--- src/rmc_pkg.sv ---
// constants shared by the redriver mux control register bank
// assumes a 25 MHz system clock and the two-wire register port
package rmc_pkg;
	// register offsets on the two-wire port
	localparam logic [7:0] REG_GENERAL = 8'h0A;
	localparam logic [7:0] REG_EQ_L1_L3 = 8'h10;
	localparam logic [7:0] REG_EQ_L0_L2 = 8'h11;
	localparam logic [7:0] REG_SNOOP = 8'h12;
	localparam logic [7:0] REG_LANE_CTL = 8'h13;
	// values after reset
	localparam logic [7:0] GENERAL_RESET = 8'h01;
	localparam logic [7:0] EQ_RESET = 8'h00;
	localparam logic [7:0] LANE_CTL_RESET = 8'h00;
	localparam logic [1:0] POWER_RESET = 2'h0;
	localparam logic [4:0] LANES_RESET = 5'h00;
	// field positions
	localparam int EQ_SRC_BIT = 4;
	localparam int DP_SRC_BIT = 3;
	localparam int ORIENT_BIT = 2;
	localparam int SNOOP_OFF_BIT = 7;
	// mux configuration codes
	localparam logic [1:0] MUX_OFF = 2'h0;
	localparam logic [1:0] MUX_USB = 2'h1;
	localparam logic [1:0] MUX_DP4 = 2'h2;
	localparam logic [1:0] MUX_DP2_USB = 2'h3;
	// snooped link configuration addresses and values
	localparam logic [19:0] AUX_ADDR_POWER = 20'h0_0600;
	localparam logic [19:0] AUX_ADDR_LANES = 20'h0_0101;
	localparam logic [1:0] POWER_DOWN = 2'h2;
	// pin debounce: longest time, so the count rounds down
	localparam int unsigned CLOCK_HZ = 25_000_000;
	localparam int unsigned DEBOUNCE_MS = 16;
	localparam int unsigned DEBOUNCE_CYCLES = DEBOUNCE_MS * (CLOCK_HZ / 1000);
	localparam int DEBOUNCE_CNT_W = 19;
	// two-wire target state machine
	typedef enum logic [6:0] {
		RMC_IDLE = 7'h01,
		RMC_ADDR = 7'h02,
		RMC_ADDR_ACK = 7'h04,
		RMC_WR_BYTE = 7'h08,
		RMC_WR_ACK = 7'h10,
		RMC_RD_BYTE = 7'h20,
		RMC_RD_ACK = 7'h40
	} rmc_i2c_e;
endpackage

--- src/rmc_debounce.sv ---
// pin debouncer: output follows the raw pin once it has held steady
// assumes the raw pin is already synchronous to clock_in
module rmc_debounce #(
	parameter int unsigned CYCLES = rmc_pkg::DEBOUNCE_CYCLES
) (
	input wire logic clock_in,
	input wire logic sys_rst_in,
	input wire logic raw_in,
	output logic stable_out
);
	import rmc_pkg::*;

	typedef struct packed {
		logic [DEBOUNCE_CNT_W-1:0] cnt;
		logic stable;
	} rmc_deb_s;

	rmc_deb_s deb_reg;
	rmc_deb_s deb_next;

	// restart the count on every bounce; commit when it expires
	always_comb begin
		deb_next = deb_reg;
		if (raw_in == deb_reg.stable) begin
			deb_next.cnt = '0;
		end else if (deb_reg.cnt == DEBOUNCE_CNT_W'(CYCLES - 1)) begin
			deb_next.cnt = '0;
			deb_next.stable = raw_in;
		end else begin
			deb_next.cnt = deb_reg.cnt + 1'b1;
		end
	end

	always_ff @(posedge clock_in or posedge sys_rst_in) begin
		if (sys_rst_in) begin
			deb_reg <= '0;
		end else begin
			deb_reg <= deb_next;
		end
	end

	assign stable_out = deb_reg.stable;
endmodule

--- src/rmc_regs.sv ---
// redriver mux control register bank with two-wire target port
// assumes scl/sda are synchronous to clock_in; sda is open drain

module rmc_regs #(
	parameter logic [6:0] TARGET_ADDR = 7'h2C, // arbitrary value
	parameter int unsigned DEBOUNCE_LEN = rmc_pkg::DEBOUNCE_CYCLES
) (
	input wire logic clock_in,
	input wire logic sys_rst_in,
	input wire logic i2c_scl_in,
	input wire logic i2c_sda_in,
	output logic i2c_sda_out,
	output logic i2c_sda_oe_out,
	input wire logic config_pin_upper_in,
	input wire logic config_pin_lower_in,
	input wire logic orientation_pin_in,
	input wire logic [1:0] display_eq_pins_in,
	input wire logic aux_wr_valid_in,
	input wire logic [19:0] aux_wr_addr_in,
	input wire logic [7:0] aux_wr_data_in,
	output logic [3:0] lane_enable_out,
	output logic usb_enable_out,
	output logic orientation_out,
	output logic [15:0] lane_eq_out,
	output logic [1:0] aux_sbu_mode_out
);
	import rmc_pkg::*;

	typedef struct packed {
		rmc_i2c_e st;
		logic scl_q;
		logic sda_q;
		logic [3:0] bits;
		logic [7:0] sh;
		logic rw;
		logic first;
		logic [7:0] ptr;
		logic sda_oe;
		logic [7:0] gen;
		logic [7:0] eq13;
		logic [7:0] eq02;
		logic [7:0] lanectl;
		logic [1:0] power;
		logic [4:0] lanes;
		logic strap_done;
		logic [1:0] eq_strap;
		logic upper_q;
		logic up_q;
		logic lo_q;
		logic or_q;
		logic [3:0] lane_en;
		logic usb_en;
		logic orient;
		logic [15:0] eq_out;
	} rmc_state_s;

	rmc_state_s st_reg;
	rmc_state_s st_next;
	logic up_db;
	logic lo_db;
	logic or_db;

	// one debouncer per mux and orientation pin; a change applies only once it settles
	rmc_debounce #(.CYCLES(DEBOUNCE_LEN)) u_deb_up (
		.clock_in(clock_in),
		.sys_rst_in(sys_rst_in),
		.raw_in(config_pin_upper_in),
		.stable_out(up_db)
	);
	rmc_debounce #(.CYCLES(DEBOUNCE_LEN)) u_deb_lo (
		.clock_in(clock_in),
		.sys_rst_in(sys_rst_in),
		.raw_in(config_pin_lower_in),
		.stable_out(lo_db)
	);
	rmc_debounce #(.CYCLES(DEBOUNCE_LEN)) u_deb_or (
		.clock_in(clock_in),
		.sys_rst_in(sys_rst_in),
		.raw_in(orientation_pin_in),
		.stable_out(or_db)
	);

	// read mux; unmapped offsets read zero
	function automatic logic [7:0] rd_val(input rmc_state_s s,
			input logic [7:0] a);
		logic [7:0] v;
		v = 8'h00;
		unique case (a)
			REG_GENERAL: v = s.gen;
			REG_EQ_L1_L3: v = s.eq13;
			REG_EQ_L0_L2: v = s.eq02;
			REG_SNOOP: v = {1'b0, s.power, s.lanes};
			REG_LANE_CTL: v = s.lanectl;
			default: v = 8'h00;
		endcase
		return v;
	endfunction

	// lanes kept by the snooped count; zero means nothing snooped yet
	function automatic logic [3:0] count_mask(input logic [4:0] c);
		logic [3:0] m;
		m = 4'hF;
		if (c == 5'h01) begin
			m = 4'h1;
		end else if (c == 5'h02) begin
			m = 4'h3;
		end
		return m;
	endfunction

	logic scl_rise;
	logic scl_fall;
	logic i2c_start;
	logic i2c_stop;
	logic [7:0] rd_now;
	logic dp_on;
	logic [3:0] base_lanes;
	logic [1:0] eq_src;
	logic [3:0] strap_level;

	// edges and bus conditions, from the previous pin samples
	always_comb begin
		scl_rise = i2c_scl_in & ~st_reg.scl_q;
		scl_fall = ~i2c_scl_in & st_reg.scl_q;
		i2c_start = st_reg.scl_q & i2c_scl_in & st_reg.sda_q & ~i2c_sda_in;
		i2c_stop = st_reg.scl_q & i2c_scl_in & ~st_reg.sda_q & i2c_sda_in;
		rd_now = rd_val(st_reg, st_reg.ptr);
		strap_level = {2'b00, st_reg.eq_strap};
	end

	// lane plan from mux select and display enable source
	always_comb begin
		eq_src = st_reg.gen[1:0];
		if (st_reg.gen[DP_SRC_BIT]) begin
			dp_on = st_reg.up_q;
		end else begin
			dp_on = st_reg.gen[1];
		end
		if (!dp_on || eq_src == MUX_OFF) begin
			base_lanes = 4'h0;
		end else if (eq_src[0]) begin
			base_lanes = 4'h3;
		end else begin
			base_lanes = 4'hF;
		end
	end

	// next state: port, register writes, pins, snoop, outputs
	always_comb begin
		st_next = st_reg;
		st_next.scl_q = i2c_scl_in;
		st_next.sda_q = i2c_sda_in;
		if (i2c_start) begin
			st_next.st = RMC_ADDR;
			st_next.bits = 4'h0;
			st_next.sda_oe = 1'b0;
		end else if (i2c_stop) begin
			st_next.st = RMC_IDLE;
			st_next.sda_oe = 1'b0;
		end else begin
			unique case (st_reg.st)
				RMC_IDLE: begin
					st_next.sda_oe = 1'b0;
				end
				RMC_ADDR: begin
					if (scl_rise) begin
						st_next.sh = {st_reg.sh[6:0], i2c_sda_in};
						st_next.bits = st_reg.bits + 1'b1;
					end
					if (scl_fall && st_reg.bits == 4'h8) begin
						if (st_reg.sh[7:1] == TARGET_ADDR) begin
							st_next.st = RMC_ADDR_ACK;
							st_next.rw = st_reg.sh[0];
							st_next.sda_oe = 1'b1;
						end else begin
							st_next.st = RMC_IDLE;
						end
					end
				end
				RMC_ADDR_ACK: begin
					if (scl_fall) begin
						st_next.bits = 4'h0;
						if (st_reg.rw) begin
							st_next.st = RMC_RD_BYTE;
							st_next.sh = rd_now;
							st_next.sda_oe = ~rd_now[7];
							st_next.ptr = st_reg.ptr + 1'b1;
						end else begin
							st_next.st = RMC_WR_BYTE;
							st_next.first = 1'b1;
							st_next.sda_oe = 1'b0;
						end
					end
				end
				RMC_WR_BYTE: begin
					if (scl_rise) begin
						st_next.sh = {st_reg.sh[6:0], i2c_sda_in};
						st_next.bits = st_reg.bits + 1'b1;
					end
					if (scl_fall && st_reg.bits == 4'h8) begin
						st_next.st = RMC_WR_ACK;
						st_next.sda_oe = 1'b1;
						st_next.bits = 4'h0;
						st_next.first = 1'b0;
						if (st_reg.first) begin
							st_next.ptr = st_reg.sh;
						end else begin
							st_next.ptr = st_reg.ptr + 1'b1;
							unique case (st_reg.ptr)
								REG_GENERAL: begin
									st_next.gen = {3'b000, st_reg.sh[4:0]};
								end
								REG_EQ_L1_L3: begin
									if (st_reg.gen[EQ_SRC_BIT]) begin
										st_next.eq13 = st_reg.sh;
									end
								end
								REG_EQ_L0_L2: begin
									if (st_reg.gen[EQ_SRC_BIT]) begin
										st_next.eq02 = st_reg.sh;
									end
								end
								REG_LANE_CTL: begin
									st_next.lanectl = {st_reg.sh[7], 1'b0, st_reg.sh[5:0]};
								end
								default: begin
									st_next.ptr = st_reg.ptr + 1'b1;
								end
							endcase
						end
					end
				end
				RMC_WR_ACK: begin
					if (scl_fall) begin
						st_next.st = RMC_WR_BYTE;
						st_next.sda_oe = 1'b0;
					end
				end
				RMC_RD_BYTE: begin
					if (scl_fall) begin
						if (st_reg.bits == 4'h7) begin
							st_next.st = RMC_RD_ACK;
							st_next.sda_oe = 1'b0;
						end else begin
							st_next.sh = {st_reg.sh[6:0], 1'b0};
							st_next.sda_oe = ~st_reg.sh[6];
							st_next.bits = st_reg.bits + 1'b1;
						end
					end
				end
				RMC_RD_ACK: begin
					if (scl_rise && i2c_sda_in) begin
						st_next.st = RMC_IDLE; // controller refused more data
					end else if (scl_fall) begin
						st_next.st = RMC_RD_BYTE;
						st_next.sh = rd_now;
						st_next.sda_oe = ~rd_now[7];
						st_next.ptr = st_reg.ptr + 1'b1;
						st_next.bits = 4'h0;
					end
				end
				default: begin
					st_next.st = RMC_IDLE;
					st_next.sda_oe = 1'b0;
				end
			endcase
		end
		// settled pin changes override the register; pins act like writes
		st_next.up_q = up_db;
		st_next.lo_q = lo_db;
		st_next.or_q = or_db;
		if (up_db != st_reg.up_q || lo_db != st_reg.lo_q) begin
			st_next.gen[1:0] = {up_db, lo_db};
		end
		if (or_db != st_reg.or_q) begin
			st_next.gen[ORIENT_BIT] = or_db;
		end
		// strap pins are caught once, the first cycle after reset
		if (!st_reg.strap_done) begin
			st_next.strap_done = 1'b1;
			st_next.eq_strap = display_eq_pins_in;
		end
		if (!st_reg.gen[EQ_SRC_BIT] && st_reg.strap_done) begin
			st_next.eq13 = {strap_level, strap_level};
			st_next.eq02 = {strap_level, strap_level};
		end
		// clear on a falling upper bit first, so a same-cycle capture wins
		st_next.upper_q = st_reg.gen[1];
		if (st_reg.upper_q && !st_reg.gen[1]) begin
			st_next.power = POWER_RESET;
			st_next.lanes = LANES_RESET;
		end
		if (aux_wr_valid_in && aux_wr_addr_in == AUX_ADDR_POWER) begin
			st_next.power = aux_wr_data_in[1:0];
		end
		if (aux_wr_valid_in && aux_wr_addr_in == AUX_ADDR_LANES) begin
			st_next.lanes = aux_wr_data_in[4:0];
		end
		// lane enables: snooped state, or software off bits when snoop is off
		if (st_reg.lanectl[SNOOP_OFF_BIT]) begin
			st_next.lane_en = base_lanes & ~st_reg.lanectl[3:0];
		end else if (st_reg.power == POWER_DOWN) begin
			st_next.lane_en = 4'h0;
		end else begin
			st_next.lane_en = base_lanes & count_mask(st_reg.lanes);
		end
		st_next.usb_en = st_reg.gen[0] && eq_src != MUX_OFF;
		st_next.orient = st_reg.gen[ORIENT_BIT];
		st_next.eq_out = {st_reg.eq13[3:0], st_reg.eq02[3:0],
			st_reg.eq13[7:4], st_reg.eq02[7:4]};
	end

	// one register for all state; reset values per field
	always_ff @(posedge clock_in or posedge sys_rst_in) begin
		if (sys_rst_in) begin
			st_reg <= '0;
			st_reg.st <= RMC_IDLE;
			st_reg.scl_q <= 1'b1;
			st_reg.sda_q <= 1'b1;
			st_reg.gen <= GENERAL_RESET;
			st_reg.eq13 <= EQ_RESET;
			st_reg.eq02 <= EQ_RESET;
			st_reg.lanectl <= LANE_CTL_RESET;
			st_reg.power <= POWER_RESET;
			st_reg.lanes <= LANES_RESET;
		end else begin
			st_reg <= st_next;
		end
	end

	// outputs straight from flops; sda only ever pulls low
	assign i2c_sda_out = 1'b0;
	assign i2c_sda_oe_out = st_reg.sda_oe;
	assign lane_enable_out = st_reg.lane_en;
	assign usb_enable_out = st_reg.usb_en;
	assign orientation_out = st_reg.orient;
	assign lane_eq_out = st_reg.eq_out;
	assign aux_sbu_mode_out = st_reg.lanectl[5:4];

	// checks
	a_eq_strap_track: assert property (@(posedge clock_in) disable iff (sys_rst_in)
		!st_reg.gen[EQ_SRC_BIT] && st_reg.strap_done |=>
		st_reg.eq02 == {$past(strap_level), $past(strap_level)})
		else $error("eq field not following strap");
	a_mux_off_all: assert property (@(posedge clock_in) disable iff (sys_rst_in)
		st_reg.gen[1:0] == MUX_OFF [*2] |=>
		lane_enable_out == 4'h0 && !usb_enable_out)
		else $error("lanes active with mux off");
	a_power_capture: assert property (@(posedge clock_in) disable iff (sys_rst_in)
		aux_wr_valid_in && aux_wr_addr_in == AUX_ADDR_POWER |=>
		st_reg.power == $past(aux_wr_data_in[1:0]))
		else $error("power state not captured");
	a_lanes_capture: assert property (@(posedge clock_in) disable iff (sys_rst_in)
		aux_wr_valid_in && aux_wr_addr_in == AUX_ADDR_LANES |=>
		st_reg.lanes == $past(aux_wr_data_in[4:0]))
		else $error("lane count not captured");
	a_snoop_clear_fall: assert property (@(posedge clock_in) disable iff (sys_rst_in)
		st_reg.upper_q && !st_reg.gen[1] && !aux_wr_valid_in |=>
		st_reg.power == POWER_RESET && st_reg.lanes == LANES_RESET)
		else $error("snoop fields not cleared");
	a_power_down_off: assert property (@(posedge clock_in) disable iff (sys_rst_in)
		!st_reg.lanectl[SNOOP_OFF_BIT] && st_reg.power == POWER_DOWN |=>
		lane_enable_out == 4'h0)
		else $error("lanes on in power down");
	a_count_one_lane: assert property (@(posedge clock_in) disable iff (sys_rst_in)
		!st_reg.lanectl[SNOOP_OFF_BIT] && st_reg.power != POWER_DOWN &&
		st_reg.lanes == 5'h01 && base_lanes == 4'hF |=>
		lane_enable_out == 4'h1)
		else $error("lane count not applied");
	a_lane_off_bits: assert property (@(posedge clock_in) disable iff (sys_rst_in)
		st_reg.lanectl[SNOOP_OFF_BIT] |=>
		lane_enable_out == ($past(base_lanes) & ~$past(st_reg.lanectl[3:0])))
		else $error("lane off bits ignored");
	a_reserved_zero: assert property (@(posedge clock_in) disable iff (sys_rst_in)
		st_reg.gen[7:5] == 3'b000 && st_reg.lanectl[6] == 1'b0)
		else $error("reserved bit set");
	a_eq_lane_map: assert property (@(posedge clock_in) disable iff (sys_rst_in)
		##1 lane_eq_out[3:0] == $past(st_reg.eq02[7:4]) &&
		lane_eq_out[15:12] == $past(st_reg.eq13[3:0]))
		else $error("eq output mapping wrong");
	a_orient_out: assert property (@(posedge clock_in) disable iff (sys_rst_in)
		##1 orientation_out == $past(st_reg.gen[ORIENT_BIT]))
		else $error("orientation not applied");
	c_write_ack: cover property (@(posedge clock_in) st_reg.st == RMC_WR_ACK);
	c_read_byte: cover property (@(posedge clock_in) st_reg.st == RMC_RD_BYTE);
	c_power_down: cover property (@(posedge clock_in)
		st_reg.power == POWER_DOWN);
	c_four_lanes: cover property (@(posedge clock_in)
		lane_enable_out == 4'hF);
endmodule

--- config.mk ---
export PLATFORM = sky130hd
export DESIGN_NAME = rmc_regs
export DESIGN_NICKNAME = d
export VERILOG_FILES = /design/src/rmc_pkg.sv /design/src/rmc_debounce.sv /design/src/rmc_regs.sv
export SDC_FILE = /design/constraint.sdc
export NUM_CORES = 1
export LEC_CHECK = 0
export ABC_CLOCK_PERIOD_IN_PS = 2800
export BUFFER_PORTS_ARGS = -buffer_cell sky130_fd_sc_hd__clkbuf_2
export CORE_MARGIN = 4
export CORE_UTILIZATION = 57
export CTS_BUF_LIST = sky130_fd_sc_hd__clkbuf_8
export DETAILED_ROUTE_END_ITERATION = 6
export MAX_ROUTING_LAYER = met4
export PLACE_DENSITY = 0.79
export SETUP_SLACK_MARGIN = 0.2
export SLEW_MARGIN = 20
export SYNTH_ARGS = -nofsm -noshare
export SYNTH_HDL_FRONTEND = slang
export SYNTH_HIERARCHICAL = 1
export SYNTH_SLANG_ARGS = --single-unit
--- constraint.sdc ---
create_clock -name clock_in -period 2.8 [get_ports clock_in]
set_clock_uncertainty 0.15 [all_clocks]
set_input_delay 0 -clock clock_in [delete_from_list [all_inputs] [get_ports clock_in]]
set_output_delay 0 -clock clock_in [all_outputs]
set_load 0.05 [all_outputs]
# Word-level counts from Yosys, hierarchy flattened
# Index checks and enable logic that the tools add are counted.
dict set report word_totals {
  ff_bits 156
  latchBits 0
  ramBits 0
  romBits 0
  input_bits 38
  out_inout_bits 26
  word_cells 246
  mem_count 0
}
dict set report classes {
  addsub 5
  n_mul 0
  div_mod_pow 0
  magnitude_cmp 0
  eq_ne 63
  shifts 0
  n_mux 76
  n_bitwise 22
  n_reduce_logical 47
}
# op n
set op_table {}
lappend op_table {{$mux 19} 6}
lappend op_table {{$mux 27} 3}
lappend op_table {{$mux 7} 11}
lappend op_table {{$mux 12} 6}
lappend op_table {{$pmux 12 s5} 1}
lappend op_table {{$add 19x1->19 const B} 3}
lappend op_table {{$eq 19x19->1 const B} 3}
lappend op_table {{$mux 8} 7}
lappend op_table {{$pmux 7 s7} 1}
lappend op_table {{$mux 42} 1}
lappend op_table {{$mux 4} 10}
lappend op_table {{$pmux 8 s5} 1}
lappend op_table {{$ne 4x4->1 const B} 9}
lappend op_table {{$eq 8x5->1 const B} 4}
lappend op_table {{$reduce_and 6->1} 5}
lappend op_table {{$reduce_bool 2->1} 15}
lappend op_table {{$mux 29} 1}
lappend op_table {{$pmux 8 s3} 1}
lappend op_table {{$reduce_and 8->1} 3}
lappend op_table {{$mux 22} 1}
lappend op_table {{$reduce_and 7->1} 3}
lappend op_table {{$eq 20x11->1 const B} 1}
lappend op_table {{$eq 20x9->1 const B} 1}
lappend op_table {{$mux 9} 2}
lappend op_table {{44 further kinds} 114}

# Depth between registers and ports, before layout
# Gate-level depths: netlist (run 1).
dict set report logic_depth {
  ltp_word 8
  ltp_mapped 10
  mapped_depth_nobuf 8
}

# Cells and area by module
# Netlist (run 1), hierarchy kept.
# module instances cells_per_inst area_each_um2 seq_area_each_um2
set modules_own_cells {}
lappend modules_own_cells {rmc_regs 1 520 5202.5 2407.3}
lappend modules_own_cells {rmc_debounce 3 105 1033.5 500.5}

# Worst setup path after synthesis (run 1)
# No wires, ideal clock.
dict set report synth_path {
  path_type {register to register}
  from {register st_reg[87] in the netlist's numbering}
  to {register st_reg (netlist bit st_next[16])}
  setup_time_ns 0.131
  t_arrival_ns 2.435
  required_ns 2.519
  path_slack_ns 0.084
  stages_incl_launch_ff 10
  n_path_buf 1
  synth_period_minus_slack_ns 2.716
  path_cell_list {dfrtp_1 > inv_1 > ha_1 > nand4b_1 > or2_1 > buf_2 > or3_4 > nor3b_4 > mux2_4 > maj3_1}
}
dict set report synth_between {
  elab_chain_cells 4
}
# element line_no
set synth_lines {}
lappend synth_lines {{start, declared} rmc_regs.sv:57} ;# rmc_state_s st_reg;
lappend synth_lines {{start signal, assigned} rmc_regs.sv:327} ;# st_reg <= st_next;
lappend synth_lines {{$eq 4x4->1} rmc_regs.sv:200} ;# if (scl_fall && st_reg.bits == 4'h8) begin
lappend synth_lines {{$logic_and 1x1->1} rmc_regs.sv:200}
lappend synth_lines {{$reduce_bool 2->1 (no source line)} --}
lappend synth_lines {{$reduce_and 6->1 (no source line)} --}
# Every way passes these cells.
# A chain may end at the register's enable or synchronous reset.

# Worst setup path after layout (run 1)
dict set report layout_path {
  from {register st_reg[88] in the netlist's numbering}
  to {register st_reg (netlist bit st_next[16])}
}
# The elaborated chain is that of the path after synthesis.

==> impl_results.md, run 1 <==
* Status: finished clean
* Worst setup margin at roughly 0.20 ns
* Vias in the first global route at between 6,000 and 7,000
* Core area at 14,100 µm²
* WP buf/inv at 1
* Final setup vio count at 0
* Post-Syn Nets at ~900
* Avg Vias per Cell at 5.93
* Worst-path cell chain: inv_2 -> ha_4 -> nand4b_1 -> or2_4 -> or3_4 -> nor3b_4 -> mux2_4 -> maj3_2
* Row cnt at 43
* Area of the die at ~17,000 µm²
* Initial DRC count at between 400 and 500
* Vias at 6,607
* Fin. Hold Viols at 0
* Post-DRT Antenna Nets at 0
* Drt pass-1 iters at 6
* Slew HR at 0.480
* Syn_area_per_cell at between 9 and 10 µm²
* Post-synth top cells: dfrtp_1, nor2_1, nand2_1
* Critical path required time at 3.00 ns
* Area Growth Syn to Fin at 14.6%
* Leading area contributor after synthesis: dfrtp_1
* Worst stage delay on the critical path at slightly above 0.4 ns
* Critical R2R Launch: st_reg[88]
* Die Wd at 129 µm
* Cells after synthesis at approximately 840
* Number of flip-flops in the largest register at 52
* VDD IR max at around 0.42 mV
* Yosys cell types at 77
* GRT Overall Usage at 0.242
* Max Freq at between 300 and 400 MHz
* Tmin final at roughly 2.6 ns
* Initial Util at 0.589
* Worst-Margin Slew at slightly below 0.8 ns
* Dpl cells at roughly 1,100
* Total gr overflow at 0
* Worst path top cell family by delay: simple AND/OR/NAND/NOR gates
* Yosys top cell area share at 0.458
* Share of layout cells above drive strength 1 at 0.214
* Pre-CTS setup slack at ~0.16 ns
* Pwr Total at about 4.4 mW
* Crit path arrival time at around 2.8 ns
* Kind of critical path: reg -> reg
* Inserted Clock Buffers at 17
* DRC viols at 0
* Worst-path clk slew at around 0.090 ns
* Wirelength per Cell at between 15 and 20 µm
* TritonCTS clock tree: built
* Slowest stage cell, crit path: dfrtp_1
* Mapped cell area at ~8300 µm²
* Worst hold path class: in -> async
* Pwr Density at roughly 470 nW/µm²
* RSZ-0062 raised after global routing: true
* Net count, final at around 970
* Seq/Total Area, Yosys at 0.471
* I/O pin count at between 60 and 70
* Die H at 129 µm
* Pin count of the biggest net entering global routing at 64
* Worst reg-to-reg path cell count at 8
* Final Slew Violations at 0
* Clk_lat worst skew at between 0.4 and 0.5 ns
* Reg2reg setup slack at about 0.2 ns
* Crit start category: register
* Placer Congestion at slightly below 1
* IO buf count at 59
* Maximum clock path buffer count at 2
* Top cells by area, synth: dfrtp_1, xnor2_1, nor2_1, mux2_2, nand2_1
* Post-synth EDFFs at 0
* Final cell count without fillers at between 1,000 and 1,500
* TNS Setup at 0 ns
* Share of flip-flops with an asynchronous set or reset at 1.00
* Max-Cap Viols at 0
* Top-count cell post-synth: dfrtp_1
* HPWL Detailed at about 13,000 µm
* LEAKAGE at 4.18 nW
* Fin util at 0.675
* Final WL at between 15,000 and 20,000 µm
* Synth Flop Type: dfrtp_1
* Yosys warnings at 6
* Crit share post-route at 0.929
* First-pass GRT wire length at between 30,000 and 40,000 µm
* #FFs+latches synth at about 160
* Clock Tree Root: clkbuf_8
* R2r endpoint: st_next[16]
* CP Capture Type: register
* Initial antenna violation count at 0
* CTS H-tree lvls at 4
* N_diodes at 0
* Clk sink count at around 160
* Worst-path maximum fanout at 3
==> cell families after synthesis <==
family          after synthesis  synth area share
simple gates                335             0.212
compound gates              149             0.135
flops                       156             0.471
xor+xnor                     61            0.0643
buf+inv                      84            0.0514
fa+ha+maj                    10            0.0148
other cells                   2          0.000904
mux                          38            0.0508
==> how the worst max path moves through the flow <==
stage	endpoint	slack, ns	cells past startpoint	start
3_3_place_gp	st_next[3]	0.23	8	st_reg[87]
5_1_grt	st_next[16]	0.08	8	st_reg[87]
3_5_place_dp	st_next[9]	0.16	8	st_reg[88]
6_report	st_next[16]	0.20	8	st_reg[88]
4_1_cts	st_next[16]	0.21	8	st_reg[88]
2_1_floorplan	st_next[16]	0.15	9	st_reg[87]
==> layout by cell type (no fill, tap or decap), types with 4 or more instances in the layout <==
cell	count
nand3_1	24
clkbuf_2	59
clkbuf_8	19
a22o_1	16
dfrtp_1	152
nand2_1	73
inv_1	30
or3_1	15
dfstp_2	4
a22oi_1	14
o2bb2ai_1	8
dlygate4sd3_1	22
a222oi_1	5
o21ai_0	36
a211oi_1	5
nand2b_1	9
nor3_1	32
o31ai_4	4
a31oi_1	4
xor2_1	14
nor4_1	22
and2_1	4
nor2b_1	9
buf_4	37
nor2_1	96
xnor2_1	47
o22ai_1	6
clkinvlp_4	5
mux2_2	29
mux2i_1	8
ha_1	8
and3_1	9
a21oi_1	20
==> worst reg2reg max path, stage by stage (launching register included) <==
cell      delay, ns
dfrtp_1        0.41
inv_2          0.09
ha_4           0.13
nand4b_1       0.13
or2_4          0.32
or3_4          0.41
nor3b_4        0.24
mux2_4         0.32
maj3_2         0.30
==> layout make-up <==
cell class                      instances  area, µm²
Fill cell                            1083       4580
Multi-Input combinational cell        595       4010
Sequential cell                       156       3910
Timing Repair Buffer                  119        813
Clock buffer                           19        262
Tap cell                              180        225
Clock inverter                         13        165
Inverter                               33        128
==> repair_timing <==
action	in CTS	in global routing
setup buffers	1	5
gates resized for setup	3	7
hold buffers	22	0
endpoints found under the setup margin	8	11
gates cloned	0	0
pin swaps	2	5
endpoints found under the hold margin	174	0
==> power by group <==
group,internal [mW],switching [mW]
logic,0.107,0.191
registers,2.30,0.0369
clock network,0.933,0.861
total,3.34,1.09
==> stage by stage <==
stage / hold slack, ns / cell area (µm²)
floorplan: -0.186 / 8310
global placement: 0.0374 / 8780
detailed placement: 0.0414 / 8780
CTS: 0.100 / 9450
global route: 0.134 / 9510
finish: 0.124 / 9510
==> per-layer routing <==
layer | vias to the layer above | global-route usage | routed length, µm
met5 | - | - | 0
met4 | 0 | 0.104 | 545
met3 | 53 | 0.0473 | 1060
met2 | 247 | 0.378 | 9190
met1 | 3173 | 0.310 | 8020
li1 | 3134 | - | -
Note: power is estimated with default switching activity, not from simulation.
==> inputs of run 2 (changes only) <==
- REMOVE_ABC_BUFFERS: unset -> 1
==> impl_results.md, run 2 (synthesis gave the netlist of run 1 again) <==
* Status: finished clean
* WP buf/inv at 1 (unchanged)
* Fin. Hold Viols at 0 (unchanged)
* GRT Overall Usage at 0.249 (+0.00705)
* Fillers at 1,040 (-4.0%)
* Row cnt at 43 (unchanged)
* Pwr Total at 4.29 mW (-3.1%)
* Int Pwr at 3.23 mW (-3.2%)
* Crit path arrival time at 2.75 ns (-0.05 ns)
* Vias at 6,760 (+2.3%)
* Final WL at 19,500 µm (+3.8%)
* Seq pwr share at 0.544 (+0.016)
* Worst-path cell chain: inv_1 -> ha_1 -> nand4b_1 -> or2_4 -> or3_4 -> nor3b_4 -> mux2_4 -> maj3_1
* Net count, final at 972 (+0.31%)
* Fin util at 0.679 (+0.00391)
* HPWL Detailed at 13,000 µm (+1.3%)
* Final setup vio count at 0 (unchanged)
* Tmin final at 2.56 ns (-0.0382 ns)
* Net Switching at 1.06 mW (-2.7%)
* Maximum clock path buffer count at 2 (unchanged)
* Kind of critical path: reg -> reg
* Worst path top cell family by delay: simple AND/OR/NAND/NOR gates
* Slowest stage cell, crit path: dfrtp_1
* LEAKAGE at 4.18 nW (about the same)
* Clk sink count at 156 (unchanged)
* Worst-path clk slew at 0.09 ns (about the same)
* Number of flip-flops in the largest register at 52 (unchanged)
* IO buf count at 59 (unchanged)
* Clk_lat worst skew at 0.46 ns (about the same)
* Initial Util at 0.589 (unchanged)
* Final hold slack at 0.0611 ns (-0.0627 ns)
* Pwr Density at 448 nW/µm² (-3.6%)
* Final Slew Violations at 0 (unchanged)
* Post-DRT Antenna Nets at 0 (unchanged)
* Switching Share at 0.247 (+0.00102)
* Placer Congestion at 0.960 (-1.3%)
* Clock share of power at 0.386 (-0.019)
* Worst-path maximum fanout at 3 (unchanged)
* Avg Vias per Cell at 6.05 (+2.0%)
* Max-Cap Viols at 0 (unchanged)
* Worst reg-to-reg path cell count at 8 (unchanged)
* Pin count of the biggest net entering global routing at 54 (-16%)
* Worst-Margin Slew at 0.776 ns (-0.00275 ns)
* Initial DRC count at 562 (+21%)
* Crit share post-route at 0.916 (-0.0136)
* Share of layout cells above drive strength 1 at 0.220 (+0.00571)
* TritonCTS clock tree: built
* Area Growth Syn to Fin at 15.2%
* VDD IR max at 0.456 mV (+7.2%)
* Inserted Clock Buffers at 17 (unchanged)
* N_diodes at 0 (unchanged)
* Max Freq at 390 MHz (+1.5%)
* Die H at 129 µm (unchanged)
* Initial antenna violation count at 0 (unchanged)
* First-pass GRT wire length at 32,300 µm (+3.4%)
* Vias in the first global route at 6,680 (+3.8%)
* Commonest cells after routing, fill and taps aside: dfrtp_1, nor2_1, nand2_1
* Commonest non-fill, non-tap cell in the layout: dfrtp_1
* Core area at 14,100 µm² (unchanged)
* CTS H-tree lvls at 4 (unchanged)
* Worst hold path class: in -> async
* CP Capture Type: register
* Wirelength per Cell at 17.5 µm (+3.5%)
* I/O pin count at 64 (unchanged)
* RSZ-0062 raised after global routing: true
* Drt pass-1 iters at 5 (-1)
* Worst stage delay on the critical path at 0.38 ns (-0.03 ns)
* Slew HR at 0.482 (+0.00184)
* Critical path required time at 2.99 ns (about the same)
* Comb pwr share at 0.070 (+0.003)
* DRC viols at 0 (unchanged)
* Area of the die at 16,600 µm² (unchanged)
* Crit start category: register
* Clock Tree Root: clkbuf_8
* Total gr overflow at 0 (unchanged)
* TNS Setup at 0 ns (unchanged)
* Die Wd at 129 µm (unchanged)
* WP depth at 8 (unchanged)
## run 2: cell count changes in the layout (fill, tap and decap cells not counted), sizes merged
cell	before	now
buf	38	37
bufinv	3	2
clkdlybuf4s15	0	1
clkinv	4	3
dlygate4sd3	22	25
inv	34	36
## run 2: worst min-delay path, delay by kind of cell
family	cells	cell delay [ns]
buffers and inverters	3	1.14
## run 2: stage by stage
| stage | cell area [µm²] | instances | worst slack (ns) |
|---|---|---|---|
| 2_1_floorplan | 8000 | 784 | 0.0812 |
| 3_3_place_gp | 8740 | 1050 | 0.163 |
| 3_5_place_dp | 8740 | 1050 | 0.0927 |
| 4_1_cts | 9420 | 1111 | 0.192 |
| 5_1_grt | 9570 | 1118 | 0.132 |
| 6_report | 9570 | 1118 | 0.236 |
## run 2: cell type report
| class | instances | area, µm² | area share |
|---|---|---|---|
| timing repair buffer | 122 | 847 | 0.0885 |
| multi-input combinational | 595 | 4070 | 0.425 |
| clock buffer | 19 | 262 | 0.0273 |
| inverter | 33 | 126 | 0.0132 |
| clock inverter | 13 | 128 | 0.0133 |
| tap | 180 | 225 | 0.0235 |
| sequential | 156 | 3910 | 0.409 |
## run 2: path summary, 6_finish.rpt
kind                                  start         endpoint  slack [ns]
worst min-delay path             sys_rst_in       st_reg[97]        0.06
worst max-delay path             st_reg[88]      st_next[16]        0.24
min in group clock_in            i2c_sda_in       st_reg[91]        0.14
max in group asynchronous        sys_rst_in       st_reg[39]        1.77
worst max register to register   st_reg[88]      st_next[16]        0.24
worst min register to register  st_next[13]  lane_eq_out[13]        0.25
## run 2: what timing repair did
| item | in CTS | in global routing |
|---|---|---|
| pin swaps | 2 | 5 |
| endpoints found under the hold margin | 234 | 0 |
| hold buffers | 25 | 0 |
| resized for setup | 2 | 21 |
| gates cloned | 0 | 1 |
| buffers inserted | 4 | 6 |
| endpoints found under the setup margin | 8 | 37 |
## run 2: routing by layer
layer	share of wire	track usage	vias to the layer above
li1	-	-	3140
met1	0.42	0.315	3306
met2	0.49	0.396	258
met3	0.059	0.0602	56
met4	0.028	0.0859	0
met5	0	-	-
## run 2: power groups by stage
stage / Combinational, mW / Clock, mW / Sequential, mW
6_report: 0.301 / 1.65 / 2.33
5_1_grt: 0.333 / 1.76 / 2.34
4_1_cts: 0.293 / 1.68 / 2.33
2_1_floorplan: 0.135 / 0 / 2.42
3_5_place_dp: 0.271 / 0 / 2.38
3_3_place_gp: 0.267 / 0 / 2.38
==> inputs of run 3 (changes only) <==
- ABC_CLOCK_PERIOD_IN_PS: 2800 -> 2340
- CORE_ASPECT_RATIO: unset -> 1.4
- clock period: 2.8 -> 2.34 ns (I/O delays scaled with it)
==> impl_results.md, run 3 (synthesis gave the netlist of run 1 again) <==
* Pin count of the biggest net entering global routing at 54 (unchanged)
* Post-DRT Antenna Nets at 0 (unchanged)
* Final hold slack at 0.0649 ns (+0.00377 ns)
* Die H at 151 µm (+17%)
* Row cnt at 51 (+19%)
* Post-Place Cell Area at 9180 µm² (+5.0%)
* Vias in the first global route at 7,300 (+9.3%)
* Final cell count without fillers at 1,203 (+7.6%)
* Core area at 14,100 µm² (about the same)
* Area of the die at 16,600 µm² (+0.17%)
* LEAKAGE at 4.82 nW (+15%)
* Slew HR at 0.495 (+0.0133)
* Design Area, Final at 10,900 µm² (+14%)
* Worst-path clk slew at 0.09 ns (about the same)
* Total gr overflow at 0 (unchanged)
* Final WL at 24,800 µm (+27%)
* Fin. Hold Viols at 0 (unchanged)
* Worst setup margin at -0.187 ns (-0.423 ns)
* TritonCTS clock tree: built
* Worst hold path class: in -> async
* Commonest non-fill, non-tap cell in the layout: dfrtp_1
* IO buf count at 59 (unchanged)
* CTS H-tree lvls at 4 (unchanged)
* Initial DRC count at 808 (+44%)
* VDD IR max at 0.393 mV (-14%)
* Crit path arrival time at 2.74 ns (about the same)
* Number of flip-flops in the largest register at 52 (unchanged)
* Worst-Margin Slew at 0.756 ns (-0.0199 ns)
* Vias at 7,547 (+12%)
* Clk_lat worst skew at 0.47 ns (about the same)
* Initial Util at 0.589 (about the same)
* Net count, final at 1,052 (+8.2%)
* RSZ-0062 raised after global routing: true
* Pwr Density at 486 nW/µm² (+8.5%)
* Tmin final at 2.53 ns (-0.0373 ns)
* Crit share post-route at 1.08 (+0.164)
* Avg Vias per Cell at 6.27 (+3.8%)
* Wirelength per Cell at 20.6 µm (+18%)
* Die Wd at 110 µm (-15%)
* GRT Overall Usage at 0.289 (+0.0399)
* Share of layout cells above drive strength 1 at 0.355 (+0.135)
* Inserted Clock Buffers at 17 (unchanged)
* HPWL Detailed at 14,000 µm (+7.6%)
* N_diodes at 0 (unchanged)
* Fillers at 822 (-21%)
* I/O pin count at 64 (unchanged)
* Final Slew Violations at 0 (unchanged)
* DRC viols at 1 (+1)
* Status: finished, violations left
* Drt pass-1 iters at 7 (+2)
* Final setup vio count at 33 (+33)
* Dpl cells at 1,109 (+5.6%)
* Failing checks: DRC, setup timing
* Kind of critical path: reg -> reg
* Critical path required time at 2.55 ns (-0.44 ns)
* Clock Tree Root: clkbuf_8
* Placer Congestion at 0.947 (-1.3%)
* Area Growth Syn to Fin at 31.7%
* Initial antenna violation count at 0 (unchanged)
* CP Capture Type: register
* Max Freq at 396 MHz (+1.5%)
* Maximum clock path buffer count at 2 (unchanged)
* Clk sink count at 156 (unchanged)
* First-pass GRT wire length at 36,200 µm (+12%)
* Max-Cap Viols at 0 (unchanged)
* Commonest cells after routing, fill and taps aside: dfrtp_1, nor2_1, buf_4
* Crit start category: register
* Worst-path maximum fanout at 3 (unchanged)
-- run 3: cell types whose count changed in the layout (fill, tap and decap cells not counted), moves of 8 or more --
cell	before	now
mux2_2	29	10
o21ai_0	36	24
buf_4	36	79
buf_6	0	37
mux2_4	1	20
o21ai_2	0	8
-- run 3: timing repair --
| action | 4_1_cts | 5_1_grt |
|---|---|---|
| gates resized for setup | 110 | 89 |
| cloned | 2 | 1 |
| buffers inserted | 21 | 17 |
| hold endpoints to repair | 217 | 0 |
| setup endpoints to repair | 54 | 61 |
| hold buffers | 21 | 0 |
| pin swaps | 29 | 34 |
-- run 3: stage by stage --
step                      power (mW)  TNS [ns]  worst slack (ns)  utilization
after floorplan                 3.05    -31.18            -0.379            -
after global placement          3.20    -0.453            -0.152        0.651
after detailed placement        3.20    -0.811            -0.188        0.651
after CTS                       5.32   -0.0679           -0.0679        0.737
after global routing            5.52     -6.98            -0.259        0.775
final                           5.32     -3.63            -0.187        0.775
-- run 3: path summary, 6_finish.rpt --
path | startpoint | endpoint | slack, ns | cells after the start
setup / recovery | st_reg[87] | st_next[14] | -0.19 | 11
hold / removal | sys_rst_in | st_reg[74] | 0.06 | 3
setup reg to reg | st_reg[87] | st_next[14] | -0.19 | 11
hold reg to reg | st_next[4] | lane_eq_out[4] | 0.30 | 0
max in group asynchronous | sys_rst_in | st_next[0] | 1.31 | 4
min in group clock_in | i2c_sda_in | st_reg[91] | 0.18 | 2
-- run 3: final cells by class --
cell class | count | area, µm² | area share
Multi-Input combinational cell | 596 | 4660 | 0.426
Sequential cell | 156 | 3910 | 0.358
Timing Repair Buffer | 201 | 1600 | 0.147
Clock buffer | 18 | 248 | 0.0227
Tap cell | 185 | 231 | 0.0212
Clock inverter | 14 | 156 | 0.0143
Inverter | 33 | 126 | 0.0116
-- run 3: critical path: stages (launching register included) --
cell and delay [ns]:
dfrtp_1 0.40, inv_2 0.09, ha_4 0.13, nand4b_1 0.13, or2_4 0.27, buf_6 0.12, nor4_2 0.22, buf_4 0.20
buf_6 0.14, nand2_4 0.06, mux2_4 0.30, a22o_1 0.21
-- run 3: power breakdown --
group | leakage (nW) | internal [mW] | switching [mW]
Combinational | 2.53 | 0.175 | 0.272
Clock | 0.210 | 1.00 | 1.07
Sequential | 2.08 | 2.75 | 0.0481
-- run 3: metal layers --
layer	GRT usage	up-vias	wire length (µm)
li1	-	3305	-
met1	0.322	3640	8690
met2	0.487	428	12600
met3	0.0588	174	1790
met4	0.150	0	1700
met5	-	-	0
